File: config.mk
export PLATFORM = sky130hd
export DESIGN_NAME = acmpc_top
export DESIGN_NICKNAME = d
export VERILOG_FILES = /design/src/rtl/acmpc_pkg.sv /design/src/rtl/acmpc_sync.sv /design/src/rtl/acmpc_top.sv
export VERILOG_INCLUDE_DIRS = /design/src /design/src/rtl
export SDC_FILE = /design/constraint.sdc
export NUM_CORES = 1
export LEC_CHECK = 0
export ABC_AREA = 0
export BUFFER_PORTS_ARGS = -buffer_cell sky130_fd_sc_hd__buf_2
export CORE_AREA = 10 10 80 82
export CTS_BUF_LIST = sky130_fd_sc_hd__clkbuf_2 sky130_fd_sc_hd__clkbuf_4 sky130_fd_sc_hd__clkbuf_8
export DETAILED_ROUTE_END_ITERATION = 10
export DIE_AREA = 0 0 90 92
export PLACE_DENSITY = 0.68
export SLEW_MARGIN = 20
export SYNTH_ARGS = -nofsm -noshare
export SYNTH_HDL_FRONTEND = slang
export SYNTH_SLANG_ARGS = --single-unit
File: constraint.sdc
create_clock -name sys_clk_i -period 2.42 [get_ports sys_clk_i]
set_input_delay 0.484 -clock sys_clk_i [delete_from_list [all_inputs] [get_ports sys_clk_i]]
set_output_delay 0.484 -clock sys_clk_i [all_outputs]
set_load 0.02 [all_outputs]
File: src/rtl/acmpc_cfg.svh
`ifndef ACMPC_CFG_SVH
`define ACMPC_CFG_SVH
`define ACMPC_OFS_CSR      8'h50
`define ACMPC_OFS_CCB      8'h7b
`define ACMPC_OFS_CCA      8'h7a
`define ACMPC_OFS_CHS      8'h7c
`define ACMPC_OFS_ISTAT    8'hc0
`define ACMPC_OFS_IEN      8'hc1
`define ACMPC_OFS_ICLR     8'hc2
`define ACMPC_CSR_DIS      7
`define ACMPC_CSR_BG       6
`define ACMPC_CSR_RES      5
`define ACMPC_CSR_FLAG     4
`define ACMPC_CSR_IE       3
`define ACMPC_CSR_CAP      2
`define ACMPC_CCB_MUXEN    6
`define ACMPC_CCB_CHHI     3
`define ACMPC_CCB_WMASK    8'h4f
`define ACMPC_CCA_CONVEN   7
`define ACMPC_CSR_RST      8'h00
`define ACMPC_CCB_RST      8'h00
`define ACMPC_ZERO8        8'h00
`define ACMPC_UNMAPPED     8'h00
`define ACMPC_IRQ_BITS     3
`define ACMPC_IRQ_RISE     0
`define ACMPC_IRQ_FALL     1
`define ACMPC_IRQ_EVT      2
`endif

File: src/rtl/acmpc_pkg.sv
package acmpc_pkg;
  typedef enum logic [1:0] {
    ACMPC_MODE_TOGGLE = 2'b00,
    ACMPC_MODE_RSVD   = 2'b01,
    ACMPC_MODE_FALL   = 2'b10,
    ACMPC_MODE_RISE   = 2'b11
  } acmpc_mode_e;
  typedef logic [7:0] acmpc_byte_t;
endpackage

File: src/rtl/acmpc_sync.sv
`timescale 1ns/1ps
`default_nettype none
// two-flop synchroniser; only stage two is visible outside
module acmpc_sync (
  // clock and reset
  input  wire logic sys_clk_i,
  input  wire logic srst_i,
  // data
  input  wire logic async_i,
  output logic      sync_o
);
  logic meta_r;
  logic meta_nxt;
  logic sync_nxt;

  always_comb begin
    meta_nxt = async_i;
    sync_nxt = meta_r;
  end

  always_ff @(posedge sys_clk_i) begin
    if (srst_i) begin
      meta_r <= 1'b0;
      sync_o <= 1'b0;
    end else begin
      meta_r <= meta_nxt;
      sync_o <= sync_nxt;
    end
  end
endmodule
`default_nettype wire

File: src/rtl/acmpc_top.sv
`timescale 1ns/1ps
`default_nettype none
`include "acmpc_cfg.svh"
module acmpc_top (
  // clock and reset
  input  wire logic        sys_clk_i,
  input  wire logic        srst_i,
  // avalon-mm slave
  input  wire logic [7:0]  avs_address_i,
  input  wire logic        avs_read_i,
  input  wire logic        avs_write_i,
  input  wire logic [31:0] avs_writedata_i,
  input  wire logic [3:0]  avs_byteenable_i,
  output logic [31:0]      avs_readdata_o,
  output logic             avs_waitrequest_o,
  // analog comparator core
  input  wire logic        comparator_raw_i,
  output logic             comparator_power_down_o,
  output logic             bandgap_select_o,
  output logic             negative_from_mux_o,
  output logic [3:0]       negative_channel_o,
  // processor interrupt side
  input  wire logic        global_irq_enable_i,
  input  wire logic        vector_taken_i,
  output logic             comparator_irq_o,
  // timer capture front end
  output logic             capture_input_o,
  // system interrupt
  output logic             irq_o
);
  logic        res_sync;
  logic        res_prev_r, res_prev_nxt;
  logic [7:0]  csr_r, csr_nxt;
  logic [7:0]  ccb_r, ccb_nxt;
  logic        conv_en_r, conv_en_nxt;
  logic [2:0]  chlo_r, chlo_nxt;
  logic [2:0]  ist_r, ist_nxt;
  logic [2:0]  ien_r, ien_nxt;
  logic [31:0] rdata_r, rdata_nxt;
  logic        wait_r, wait_nxt;
  logic        cirq_r, cirq_nxt;
  logic        irq_r, irq_nxt;
  logic        pd_r, pd_nxt, bg_r, bg_nxt, mux_r, mux_nxt;
  logic [3:0]  ch_r, ch_nxt;
  logic        cap_r, cap_nxt;
  logic        rise, fall, evt, acc, wr, rd;
  acmpc_pkg::acmpc_mode_e mode;

  function automatic logic sel(input logic [7:0] a, input logic [7:0] ofs);
    sel = (a == ofs);
  endfunction

  // the core does the analog compare; a powered-down core reads as zero
  acmpc_sync u_sync (
    .sys_clk_i (sys_clk_i),
    .srst_i    (srst_i),
    .async_i   (comparator_raw_i & ~pd_r),
    .sync_o    (res_sync)
  );

  // single-cycle wait: request seen with waitrequest high, then taken;
  // read data is fetched on the first edge so it stands when taken
  assign acc  = (avs_read_i | avs_write_i) & wait_r;
  assign wr   = avs_write_i & ~wait_r & avs_byteenable_i[0];
  assign rd   = avs_read_i & wait_r;
  assign mode = acmpc_pkg::acmpc_mode_e'(csr_r[1:0]);
  assign rise = res_sync & ~res_prev_r;
  assign fall = ~res_sync & res_prev_r;

  always_comb begin
    case (mode)
      acmpc_pkg::ACMPC_MODE_TOGGLE: evt = rise | fall;
      acmpc_pkg::ACMPC_MODE_FALL:   evt = fall;
      acmpc_pkg::ACMPC_MODE_RISE:   evt = rise;
      default:                      evt = 1'b0;
    endcase
  end

  always_comb begin
    res_prev_nxt = res_sync;
    csr_nxt      = csr_r;
    ccb_nxt      = ccb_r;
    conv_en_nxt  = conv_en_r;
    chlo_nxt     = chlo_r;
    ien_nxt      = ien_r;
    ist_nxt      = ist_r;
    wait_nxt     = 1'b1;
    rdata_nxt    = rdata_r;
    if (wr && sel(avs_address_i, `ACMPC_OFS_CSR)) begin
      csr_nxt = {avs_writedata_i[7:6], csr_r[`ACMPC_CSR_RES],
                 csr_r[`ACMPC_CSR_FLAG], avs_writedata_i[3:0]};
      if (avs_writedata_i[`ACMPC_CSR_FLAG])
        csr_nxt[`ACMPC_CSR_FLAG] = 1'b0;
    end
    if (wr && sel(avs_address_i, `ACMPC_OFS_CCB))
      ccb_nxt = avs_writedata_i[7:0] & `ACMPC_CCB_WMASK;
    if (wr && sel(avs_address_i, `ACMPC_OFS_CCA))
      conv_en_nxt = avs_writedata_i[`ACMPC_CCA_CONVEN];
    if (wr && sel(avs_address_i, `ACMPC_OFS_CHS))
      chlo_nxt = avs_writedata_i[2:0];
    if (wr && sel(avs_address_i, `ACMPC_OFS_IEN))
      ien_nxt = avs_writedata_i[2:0];
    if (wr && sel(avs_address_i, `ACMPC_OFS_ICLR))
      ist_nxt = ist_r & ~avs_writedata_i[2:0];
    if (vector_taken_i)
      csr_nxt[`ACMPC_CSR_FLAG] = 1'b0;
    // set wins over any clear in the same cycle
    if (evt)
      csr_nxt[`ACMPC_CSR_FLAG] = 1'b1;
    ist_nxt = ist_nxt | {evt, fall, rise};
    csr_nxt[`ACMPC_CSR_RES] = res_sync;
    if (acc)
      wait_nxt = 1'b0;
    if (rd) begin
      rdata_nxt = {24'h000000, `ACMPC_UNMAPPED};
      if (sel(avs_address_i, `ACMPC_OFS_CSR)) begin
        rdata_nxt[7:0] = csr_r;
        // live result, so the status bit lags only the synchroniser
        rdata_nxt[`ACMPC_CSR_RES] = res_sync;
      end else if (sel(avs_address_i, `ACMPC_OFS_CCB))
        rdata_nxt[7:0] = ccb_r;
      else if (sel(avs_address_i, `ACMPC_OFS_CCA))
        rdata_nxt[7:0] = {conv_en_r, 7'h00};
      else if (sel(avs_address_i, `ACMPC_OFS_CHS))
        rdata_nxt[7:0] = {5'h00, chlo_r};
      else if (sel(avs_address_i, `ACMPC_OFS_ISTAT))
        rdata_nxt[7:0] = {5'h00, ist_r};
      else if (sel(avs_address_i, `ACMPC_OFS_IEN))
        rdata_nxt[7:0] = {5'h00, ien_r};
    end
  end

  always_comb begin
    pd_nxt  = csr_nxt[`ACMPC_CSR_DIS];
    bg_nxt  = csr_nxt[`ACMPC_CSR_BG];
    mux_nxt = ccb_nxt[`ACMPC_CCB_MUXEN] & ~conv_en_nxt;
    ch_nxt  = {ccb_nxt[`ACMPC_CCB_CHHI], chlo_nxt};
    cap_nxt = csr_r[`ACMPC_CSR_CAP] & res_sync;
    cirq_nxt = csr_nxt[`ACMPC_CSR_FLAG] & csr_nxt[`ACMPC_CSR_IE]
               & global_irq_enable_i;
    irq_nxt = |(ist_nxt & ien_nxt);
  end

  always_ff @(posedge sys_clk_i) begin
    if (srst_i) begin
      res_prev_r <= 1'b0;
      csr_r      <= `ACMPC_CSR_RST;
      ccb_r      <= `ACMPC_CCB_RST;
      conv_en_r  <= 1'b0;
      chlo_r     <= 3'h0;
      ist_r      <= 3'h0;
      ien_r      <= 3'h0;
      wait_r     <= 1'b1;
      rdata_r    <= 32'h00000000;
      cirq_r     <= 1'b0;
      irq_r      <= 1'b0;
      pd_r       <= 1'b0;
      bg_r       <= 1'b0;
      mux_r      <= 1'b0;
      ch_r       <= 4'h0;
      cap_r      <= 1'b0;
    end else begin
      res_prev_r <= res_prev_nxt;
      csr_r      <= csr_nxt;
      ccb_r      <= ccb_nxt;
      conv_en_r  <= conv_en_nxt;
      chlo_r     <= chlo_nxt;
      ist_r      <= ist_nxt;
      ien_r      <= ien_nxt;
      wait_r     <= wait_nxt;
      rdata_r    <= rdata_nxt;
      cirq_r     <= cirq_nxt;
      irq_r      <= irq_nxt;
      pd_r       <= pd_nxt;
      bg_r       <= bg_nxt;
      mux_r      <= mux_nxt;
      ch_r       <= ch_nxt;
      cap_r      <= cap_nxt;
    end
  end

  assign avs_readdata_o          = rdata_r;
  assign avs_waitrequest_o       = wait_r;
  assign comparator_power_down_o = pd_r;
  assign bandgap_select_o        = bg_r;
  assign negative_from_mux_o     = mux_r;
  assign negative_channel_o      = ch_r;
  assign comparator_irq_o        = cirq_r;
  assign capture_input_o         = cap_r;
  assign irq_o                   = irq_r;

  property p_res_follows;
    @(posedge sys_clk_i) disable iff (srst_i)
      (rd && sel(avs_address_i, `ACMPC_OFS_CSR))
      |=> (avs_readdata_o[`ACMPC_CSR_RES] == $past(res_sync));
  endproperty
  a_res_follows: assert property (p_res_follows)
    else $error("result bit lag");

  property p_mux_sel;
    @(posedge sys_clk_i) disable iff (srst_i)
      (ccb_r[`ACMPC_CCB_MUXEN] && !conv_en_r)
      |=> mux_r || $changed(ccb_r) || $changed(conv_en_r);
  endproperty
  a_mux_sel: assert property (p_mux_sel)
    else $error("mux not selected");

  property p_pin_sel;
    @(posedge sys_clk_i) disable iff (srst_i)
      $past(conv_en_nxt) |-> !mux_r;
  endproperty
  a_pin_sel: assert property (p_pin_sel)
    else $error("pin not selected");

  property p_rise_flag;
    @(posedge sys_clk_i) disable iff (srst_i)
      (mode == acmpc_pkg::ACMPC_MODE_RISE && rise)
      |=> csr_r[`ACMPC_CSR_FLAG];
  endproperty
  a_rise_flag: assert property (p_rise_flag)
    else $error("rise missed");

  property p_rsvd;
    @(posedge sys_clk_i) disable iff (srst_i)
      (mode == acmpc_pkg::ACMPC_MODE_RSVD && !csr_r[`ACMPC_CSR_FLAG]
       && !wr) |=> !csr_r[`ACMPC_CSR_FLAG];
  endproperty
  a_rsvd: assert property (p_rsvd)
    else $error("reserved mode set flag");

  property p_vec_clr;
    @(posedge sys_clk_i) disable iff (srst_i)
      (vector_taken_i && !evt) |=> !csr_r[`ACMPC_CSR_FLAG];
  endproperty
  a_vec_clr: assert property (p_vec_clr)
    else $error("flag not cleared");

  property p_irq_gate;
    @(posedge sys_clk_i) disable iff (srst_i)
      comparator_irq_o |-> $past(global_irq_enable_i);
  endproperty
  a_irq_gate: assert property (p_irq_gate)
    else $error("irq without gie");

  property p_cap;
    @(posedge sys_clk_i) disable iff (srst_i)
      !$past(csr_r[`ACMPC_CSR_CAP]) |-> !capture_input_o;
  endproperty
  a_cap: assert property (p_cap)
    else $error("capture leaked");

  property p_pd;
    @(posedge sys_clk_i) disable iff (srst_i)
      (csr_r[`ACMPC_CSR_DIS] && !wr) |=> comparator_power_down_o;
  endproperty
  a_pd: assert property (p_pd)
    else $error("power down missing");
endmodule
`default_nettype wire

==> flow_summary.toml, run 1 <==
[timing]
setup_viol = 0
slew_viol_final = 0
fmax_mhz = 536
period_share_pct = 77.1
finClkSkew_ps = 5.01
fin_ws_ps = 553
fin_hold_ws_ps = 413
period_needed_ps = 1870
rsz0062_at_grt = "false"
hold_viol = 0
tns_ps = 0

[synthesis]
yosys.area.top_type = "dfxtp_1"
async_flop_share_pct = 0
synth.distinct_cells = 45
yosys_warnings = 0
synth_top_area_share_pct = 40.6
yosys_most_used_dff = "dfxtp_1"
syn_avg_cell_area_sq_um = 9.06
synth_edf_count = 0
synth-seq-cells = 38
synthCells = 207
ys_seq_area_share_pct = 40.6
synthTopCellsByArea = "dfxtp_1 (41%), mux2i_1 (11%), buf_4 (10%)"
netlist_area_sq_mm = 0.00188

[cts]
cts_buffer_depth = 2
cts.htree.levels = 2
clock_sinks = 38
cts.clk_slew.worst_paths_ps = 70
holdBufCountCts = 0
cts_tree = "built"
clk_latency_ps = 300
cts-root-buf = "clkbuf_8"
postCtsSetupBuffers = 0
cts_buffers = 5
post_cts_resize_count = 0

[pwr]
vdd_drop_max_mv = 0.382
switching_power_mw = 0.322
comb_power_share_pct = 10.8
internal-power_mw = 0.913
power_frac_clock_pct = 37.3
cellPowerDensity_mw_per_mm2 = 572
seqPwrFrac_pct = 51.9
swShare_pct = 26.1
p_leak_nw = 0.949

[cells_and_area]
area_growth_syn_to_layout_pct = 15.2
layout-drive-gt1-share_pct = 25.0
diodes = 0
regArea_sq_um = 761
multi_input_area_sq_um = 945
postLayoutCoreUtil_pct = 44.0
fill_cells = 512
nNetsFinal = 304

[die]
die_w_microns = 90
initial_utilization_pct = 38.2
rows = 26
coreArea_sq_mm = 0.00491
dieArea_sq_mm = 0.00828
ios = 94
die_h_microns = 92

[critical_path]
start_kind = "input port"
crit_type = "in2reg"
crit_fanout = 7
end_kind = "flip-flop"
arrival_ps = 2040
worstPathRequired_ps = 2600

[grt]
antenna_found_initial = 0
grt_pass1_vias = 1532
grt_max_degree = 29
grt_pass1_wl_mm = 7.41
grt-ovfl-total = 0
grtUsageTotal_pct = 10.9

[placed_design]
port_buffers = 41
dp_hpwl_mm = 3.46
place_ws_ps = 241
gp_congestion = 0.794

[drt]
firstDrtPassIters = 4
drc = 0
postRouteWirelength_mm = 4.33
drt-initial-drc-count = 84
vias = 1493
ant_nets = 0
wl_per_cell_microns = 13.4
vias_per_cell = 4.64

[job]
cap_violations = 0

[min_path]
hold_path_class = "in2reg"

[run_status]
outcome = "finished clean"
-- stage by stage --
step | cell area, sq um | std cells | power (mW)
CTS | 2160 | 322 | 1.25
detailed placement | 2070 | 314 | 0.787
floorplan | 1960 | 230 | 0.771
global route | 2160 | 322 | 1.29
global placement | 2070 | 314 | 0.785
finish | 2160 | 322 | 1.24
-- flip-flops by register name (all words and copies together), names as in the netlist, 2 cells and up --
signal,count
avs_readdata_o,8
chlo_r,2
ist_r,3
ccb_r,5
csr_r,8
ien_r,3
-- final timing paths --
check / start / to / slack, ps / depth (start not counted)
max: avs_address_i[5] / csr_r[2] / 550 / 6
min: avs_read_i / avs_waitrequest_o / 410 / 2
max reg2reg: avs_waitrequest_o / irq_o / 580 / 6
min reg2reg: u_sync.meta_r / u_sync.sync_o / 450 / 1
-- layout make-up --
cell class	instances	share of cell area, %
Tap cell	70	4.05
Multi-Input combinational cell	153	43.7
Timing Repair Buffer	47	11.6
Clock buffer	7	4.17
Sequential cell	38	35.2
Inverter	6	1.04
Clock inverter	1	0.232
-- critical path, cell delays in order --
cell     delay (ps)
buf_2           140
or4_4           550
or3_1           480
buf_4           200
mux2i_1         140
nor2_1           50
-- layout by cell type (no fill, tap or decap), types with 2 or more instances in the layout --
cell       netlist  layout
nand2b_1         2       2
nand4bb_1        2       2
nor4b_1          2       2
buf_2            1      41
nor4_1           5       5
nor3_1           3       3
a21oi_1          7       7
nand2_1         10      10
nand3_1          2       2
nor2_1          35      35
clkbuf_8         0       6
ha_1             2       2
conb_1           1      24
buf_4           25       6
mux2i_1         21      21
a22oi_1          5       5
a2111oi_0        3       3
and2_1           2       2
dfxtp_1         38      38
inv_1            6       6
o21ai_0          4       4
o211ai_1         2       2
-- Yosys cell counts, types with 3 or more instances --
cell type and number:
dfxtp_1 38, nor2_1 35, buf_4 25, mux2i_1 21, nand2_1 10, a21oi_1 7, inv_1 6, a22oi_1 5
clkbuf_1 5, nor4_1 5, o21ai_0 4, a2111oi_0 3, nor3_1 3
-- power by group through the flow --
stage	Sequential, mW	Combinational [mW]	Clock (mW)
floorplan	0.660	0.110	0
global placement	0.655	0.130	0
detailed placement	0.655	0.131	0
CTS	0.641	0.132	0.475
global route	0.642	0.149	0.497
finish	0.641	0.133	0.461
-- metal layers --
metal	global-route usage [%]	share of wire [%]	up-vias
met5	0	0	-
met4	5.70	2.0	0
met3	4.56	9.1	8
met2	16.6	44	51
met1	12.9	45	677
li1	-	-	757
-- logic make-up (layout without fill, tap and decap cells) --
| group | count (synthesis) | after routing | share of synthesized area [%] |
|---|---|---|---|
| AOI/OAI and AO/OA | 26 | 26 | 9.21 |
| adders and majority gates | 2 | 2 | 1.33 |
| buffers and inverters | 39 | 61 | 13.7 |
| DFF | 38 | 38 | 40.6 |
| muxes | 22 | 22 | 11.8 |
| other | 1 | 24 | 0.200 |
| and+or+nand+nor | 79 | 79 | 23.2 |
No activity file was read; power rests on OpenSTA's default activity.
==> run 2: changes to the inputs <==
==> constraint.sdc (replaced) <==
create_clock -name sys_clk_i -period 1.9 [get_ports sys_clk_i]
set_input_delay 0.38 -clock sys_clk_i [delete_from_list [all_inputs] [get_ports sys_clk_i]]
set_output_delay 0.38 -clock sys_clk_i [all_outputs]
set_load 0.02 [all_outputs]
==> flow_summary.toml, run 2 (synthesis gave the netlist of run 1 again) <==
[run_status]
outcome = "finished clean"

[die]
die_w_microns = 90
rows = 26
die_h_microns = 92
dieArea_sq_mm = 0.00828
ios = 94
initial_utilization_pct = 38.2
coreArea_sq_mm = 0.00491

[cts]
postCtsSetupBuffers = 0
cts_buffers = 5
cts_buffer_depth = 2
cts-root-buf = "clkbuf_8"
cts.htree.levels = 2
cts.clk_slew.worst_paths_ps = 80
post_cts_resize_count = 0
cts_tree = "built"
holdBufCountCts = 0
clk_latency_ps = 290
clock_sinks = 38

[grt]
grt-ovfl-total = 0
antenna_found_initial = 0
grt_max_degree = 23
grtUsageTotal_pct = 11.4
grt_pass1_wl_mm = 7.73
grt_pass1_vias = 1563

[timing]
period_share_pct = 91.2
period_needed_ps = 1730
relSlewSlack_pct = 64.5
fmax_mhz = 577
finClkSkew_ps = 7.65
slew_viol_final = 0
worstMarginPinSlew_ps = 527
fin_ws_ps = 167
rsz0062_at_grt = "false"
setup_viol = 0
hold_viol = 0

[drt]
postRouteWirelength_mm = 4.71
vias_per_cell = 4.64
firstDrtPassIters = 4
vias = 1560
drt-initial-drc-count = 43
drc = 0
wl_per_cell_microns = 14.0
ant_nets = 0

[critical_path]
start_kind = "flip-flop"
cp_slowest_cell = "or3_1"
end_kind = "flip-flop"
crit_type = "reg2reg"
arrival_ps = 1920
worstPathRequired_ps = 2080
crit_path_cell_trace = "nand3b_1 -> buf_4 -> or3_1 -> buf_4 -> mux2i_1 -> nor2_1"
max_stage_delay_ps = 440
crit_fanout = 6
cp_top_family = "simple AND/OR/NAND/NOR gates"
worst-path-buf-inv = 2
cpMostUsedCell = "buf_4"

[placed_design]
dp_hpwl_mm = 3.68
gp_congestion = 0.839
place_ws_ps = -83.1
post_dp_cell_area_sq_mm = 0.00217
port_buffers = 41

[cells_and_area]
design_area_sq_mm = 0.00232
final_common_cell = "buf_2"
multi_input_area_sq_um = 951
nNetsFinal = 318
diodes = 0
layout-drive-gt1-share_pct = 29.3
regArea_sq_um = 761
fill_cells = 496
area_growth_syn_to_layout_pct = 23.7
final_cell_mix = "buf_2 (41), dfxtp_1 (38), nor2_1 (35)"

[pwr]
cellPowerDensity_mw_per_mm2 = 796
p_leak_nw = 1.03
vdd_drop_max_mv = 0.418

[job]
cap_violations = 0

[min_path]
hold_path_class = "in2reg"
[run 2: cell types whose count changed in the layout (fill, tap and decap cells not counted), sizes merged]
cell,delta
buf,+14
clkbuf,-1
bufinv,+2
clkinv,-1
[run 2: path summary, 6_finish.rpt]
kind,endpoint,slack [ps],depth (start not counted),from
min,avs_waitrequest_o,310,2,avs_read_i
max reg2reg,csr_r[2],170,6,avs_waitrequest_o
min reg2reg,avs_readdata_o[5],450,2,avs_readdata_o[5]
max,csr_r[2],170,6,avs_waitrequest_o
[run 2: worst register-to-register path: stages, from the launching register on]
cell and delay, ps:
dfxtp_1 350, nand3b_1 250, buf_4 210, or3_1 440, buf_4 190, mux2i_1 150
nor2_1 50
[run 2: power by group]
part / switching, mW / internal [mW]
clock: 0.282 / 0.560
combinational: 0.128 / 0.0603
sequential: 0.00746 / 0.809
total: 0.417 / 1.43
[run 2: layout make-up]
type,instances,share of cell area [%]
clock buffer,6,3.56
clock inverter,2,2.59
inverter,6,0.971
multi-input combinational,153,41.0
sequential,38,32.8
tap,70,3.78
timing repair buffer,61,15.3
[run 2: through the flow]
stage | power [mW] | std cells | hold WS (ps) | util, % | setup TNS, ps
floorplan | 0.982 | 230 | 414 | - | 0
global placement | 1.02 | 328 | 419 | 44.2 | -290
detailed placement | 1.02 | 328 | 438 | 44.2 | -469
CTS | 1.86 | 336 | 302 | 47.1 | 0
global route | 1.93 | 336 | 319 | 47.2 | 0
finish | 1.85 | 336 | 307 | 47.2 | 0
[run 2: routing by layer]
| layer | global-route usage [%] | vias up | wire length [microns] |
|---|---|---|---|
| li1 | - | 786 | - |
| met1 | 13.5 | 701 | 2060 |
| met2 | 17.5 | 65 | 2130 |
| met3 | 5.62 | 8 | 460 |
| met4 | 3.98 | 0 | 56 |
| met5 | 0 | - | 0 |
==> run 3: changes to the inputs <==
--- a/config.mk
+++ b/config.mk
@@ -13,7 +13,6 @@
 export DETAILED_ROUTE_END_ITERATION = 10
 export DIE_AREA = 0 0 90 92
 export PLACE_DENSITY = 0.68
-export SLEW_MARGIN = 20
 export SYNTH_ARGS = -nofsm -noshare
 export SYNTH_HDL_FRONTEND = slang
 export SYNTH_SLANG_ARGS = --single-unit
==> constraint.sdc (replaced) <==
create_clock -name sys_clk_i -period 1.9 [get_ports sys_clk_i]
set_input_delay 0.475 -clock sys_clk_i [delete_from_list [all_inputs] [get_ports sys_clk_i]]
set_output_delay 0.475 -clock sys_clk_i [all_outputs]
set_load 0.02 [all_outputs]
==> flow_summary.toml, run 3 (synthesis gave the netlist of run 1 again) <==
[cts]
cts-root-buf = "clkbuf_8"
clk_latency_ps = 300
post_cts_resize_count = 0
clock_sinks = 38
cts_tree = "built"
postCtsSetupBuffers = 0
holdBufCountCts = 0
cts.htree.levels = 2
cts_buffers = 5
cts.clk_slew.worst_paths_ps = 80
cts_buffer_depth = 2

[drt]
ant_nets = 0
firstDrtPassIters = 4
drc = 0
vias_per_cell = 4.61
wl_per_cell_microns = 13.9
postRouteWirelength_mm = 4.70
drt-initial-drc-count = 87
vias = 1557

[timing]
period_share_pct = 89.7
fin_ws_ps = 195
rsz0062_at_grt = "false"
period_needed_ps = 1700
slew_viol_final = 0
worstMarginPinSlew_ps = 495
fmax_mhz = 587
setup_viol = 0
fin_hold_ws_ps = 398
finClkSkew_ps = 10.7
relSlewSlack_pct = 66.1
hold_viol = 0

[critical_path]
crit_type = "in2reg"
r2r_slack_ps = 270
endpoint = "comparator_irq_o"
arrival_ps = 1910
end_kind = "flip-flop"
r2r-start = "avs_waitrequest_o"
r2r_cells = 6
startpoint = "avs_address_i[5]"
worstPathRequired_ps = 2100
start_kind = "input port"
reg2reg_to = "irq_o"
crit_fanout = 3

[die]
die_w_microns = 90
dieArea_sq_mm = 0.00828
coreArea_sq_mm = 0.00491
rows = 26
initial_utilization_pct = 38.2
ios = 94
die_h_microns = 92

[cells_and_area]
area_growth_syn_to_layout_pct = 22.3
nNetsFinal = 320
fill_cells = 503
stdcell_count = 338
design_area_sq_mm = 0.00229
layout-drive-gt1-share_pct = 29.5
final_common_cell = "buf_2"
final_cell_mix = "buf_2 (41), dfxtp_1 (38), nor2_1 (35)"
diodes = 0

[placed_design]
port_buffers = 41
gp_congestion = 0.778
post_dp_cell_area_sq_mm = 0.00219
dp_hpwl_mm = 3.71
place_ws_ps = -115
dp.cells = 330

[grt]
grt_pass1_wl_mm = 7.64
antenna_found_initial = 0
met2_usage_pct = 19.7
grt_max_degree = 29
grt-busiest-layer = "met2"
grt_pass1_vias = 1562
grt.met3_usage_pct = 4.32
grt-ovfl-total = 0
met1_usage_pct = 11.9
grtUsageTotal_pct = 11.2

[pwr]
comb_power_share_pct = 11.3
seqPwrFrac_pct = 48.7
p_leak_nw = 1.03
power_frac_clock_pct = 40.0
switching_power_mw = 0.419
cellPowerDensity_mw_per_mm2 = 730
swShare_pct = 25.0
internal-power_mw = 1.26
vdd_drop_max_mv = 0.540

[run_status]
outcome = "finished clean"

[min_path]
hold_path_class = "in2reg"

[job]
cap_violations = 0
## run 3: layer usage
metal | vias to the layer above | routed length, microns
met1 | 719 | 2020
met2 | 46 | 2250
met3 | 6 | 359
li1 | 786 | -
met4 | 0 | 72
met5 | - | 0
## run 3: cell type report
| cell class | count | area, sq um | share of cell area [%] |
|---|---|---|---|
| Clock buffer | 5 | 68.8 | 3.00 |
| Clock inverter | 3 | 40.0 | 1.74 |
| Inverter | 6 | 22.5 | 0.981 |
| Multi-Input combinational cell | 153 | 945 | 41.2 |
| Sequential cell | 38 | 761 | 33.2 |
| Tap cell | 70 | 87.6 | 3.82 |
| Timing Repair Buffer | 63 | 370 | 16.1 |
## run 3: power groups by stage
stage	clock, mW	sequential (mW)	combinational, mW
6_report	0.671	0.816	0.189
5_1_grt	0.718	0.818	0.207
4_1_cts	0.686	0.816	0.187
3_5_place_dp	0	0.835	0.186
3_3_place_gp	0	0.834	0.185
2_1_floorplan	0	0.841	0.141
## run 3: how the worst min path moves through the flow
stage / slack [ps] / cells after the start / startpoint / end
after floorplan: 410 / 1 / u_sync.meta_r / u_sync.sync_o
after global placement: 420 / 1 / u_sync.meta_r / u_sync.sync_o
after detailed placement: 430 / 1 / u_sync.meta_r / u_sync.sync_o
after CTS: 400 / 2 / avs_read_i / avs_waitrequest_o
after global routing: 400 / 2 / avs_read_i / avs_waitrequest_o
final: 400 / 2 / avs_read_i / avs_waitrequest_o
## run 3: metrics by stage
| step | total power [mW] | util, % | setup TNS [ps] |
|---|---|---|---|
| floorplan | 0.982 | - | -26.4 |
| global placement | 1.02 | 44.5 | -910 |
| detailed placement | 1.02 | 44.5 | -934 |
| CTS | 1.69 | 46.7 | 0 |
| global route | 1.74 | 46.7 | 0 |
| finish | 1.68 | 46.7 | 0 |
## run 3: worst max-delay path: stages
cell and delay, ps:
buf_2 110, or4_4 530, or3_1 390, mux2i_1 160, nor4b_1 240
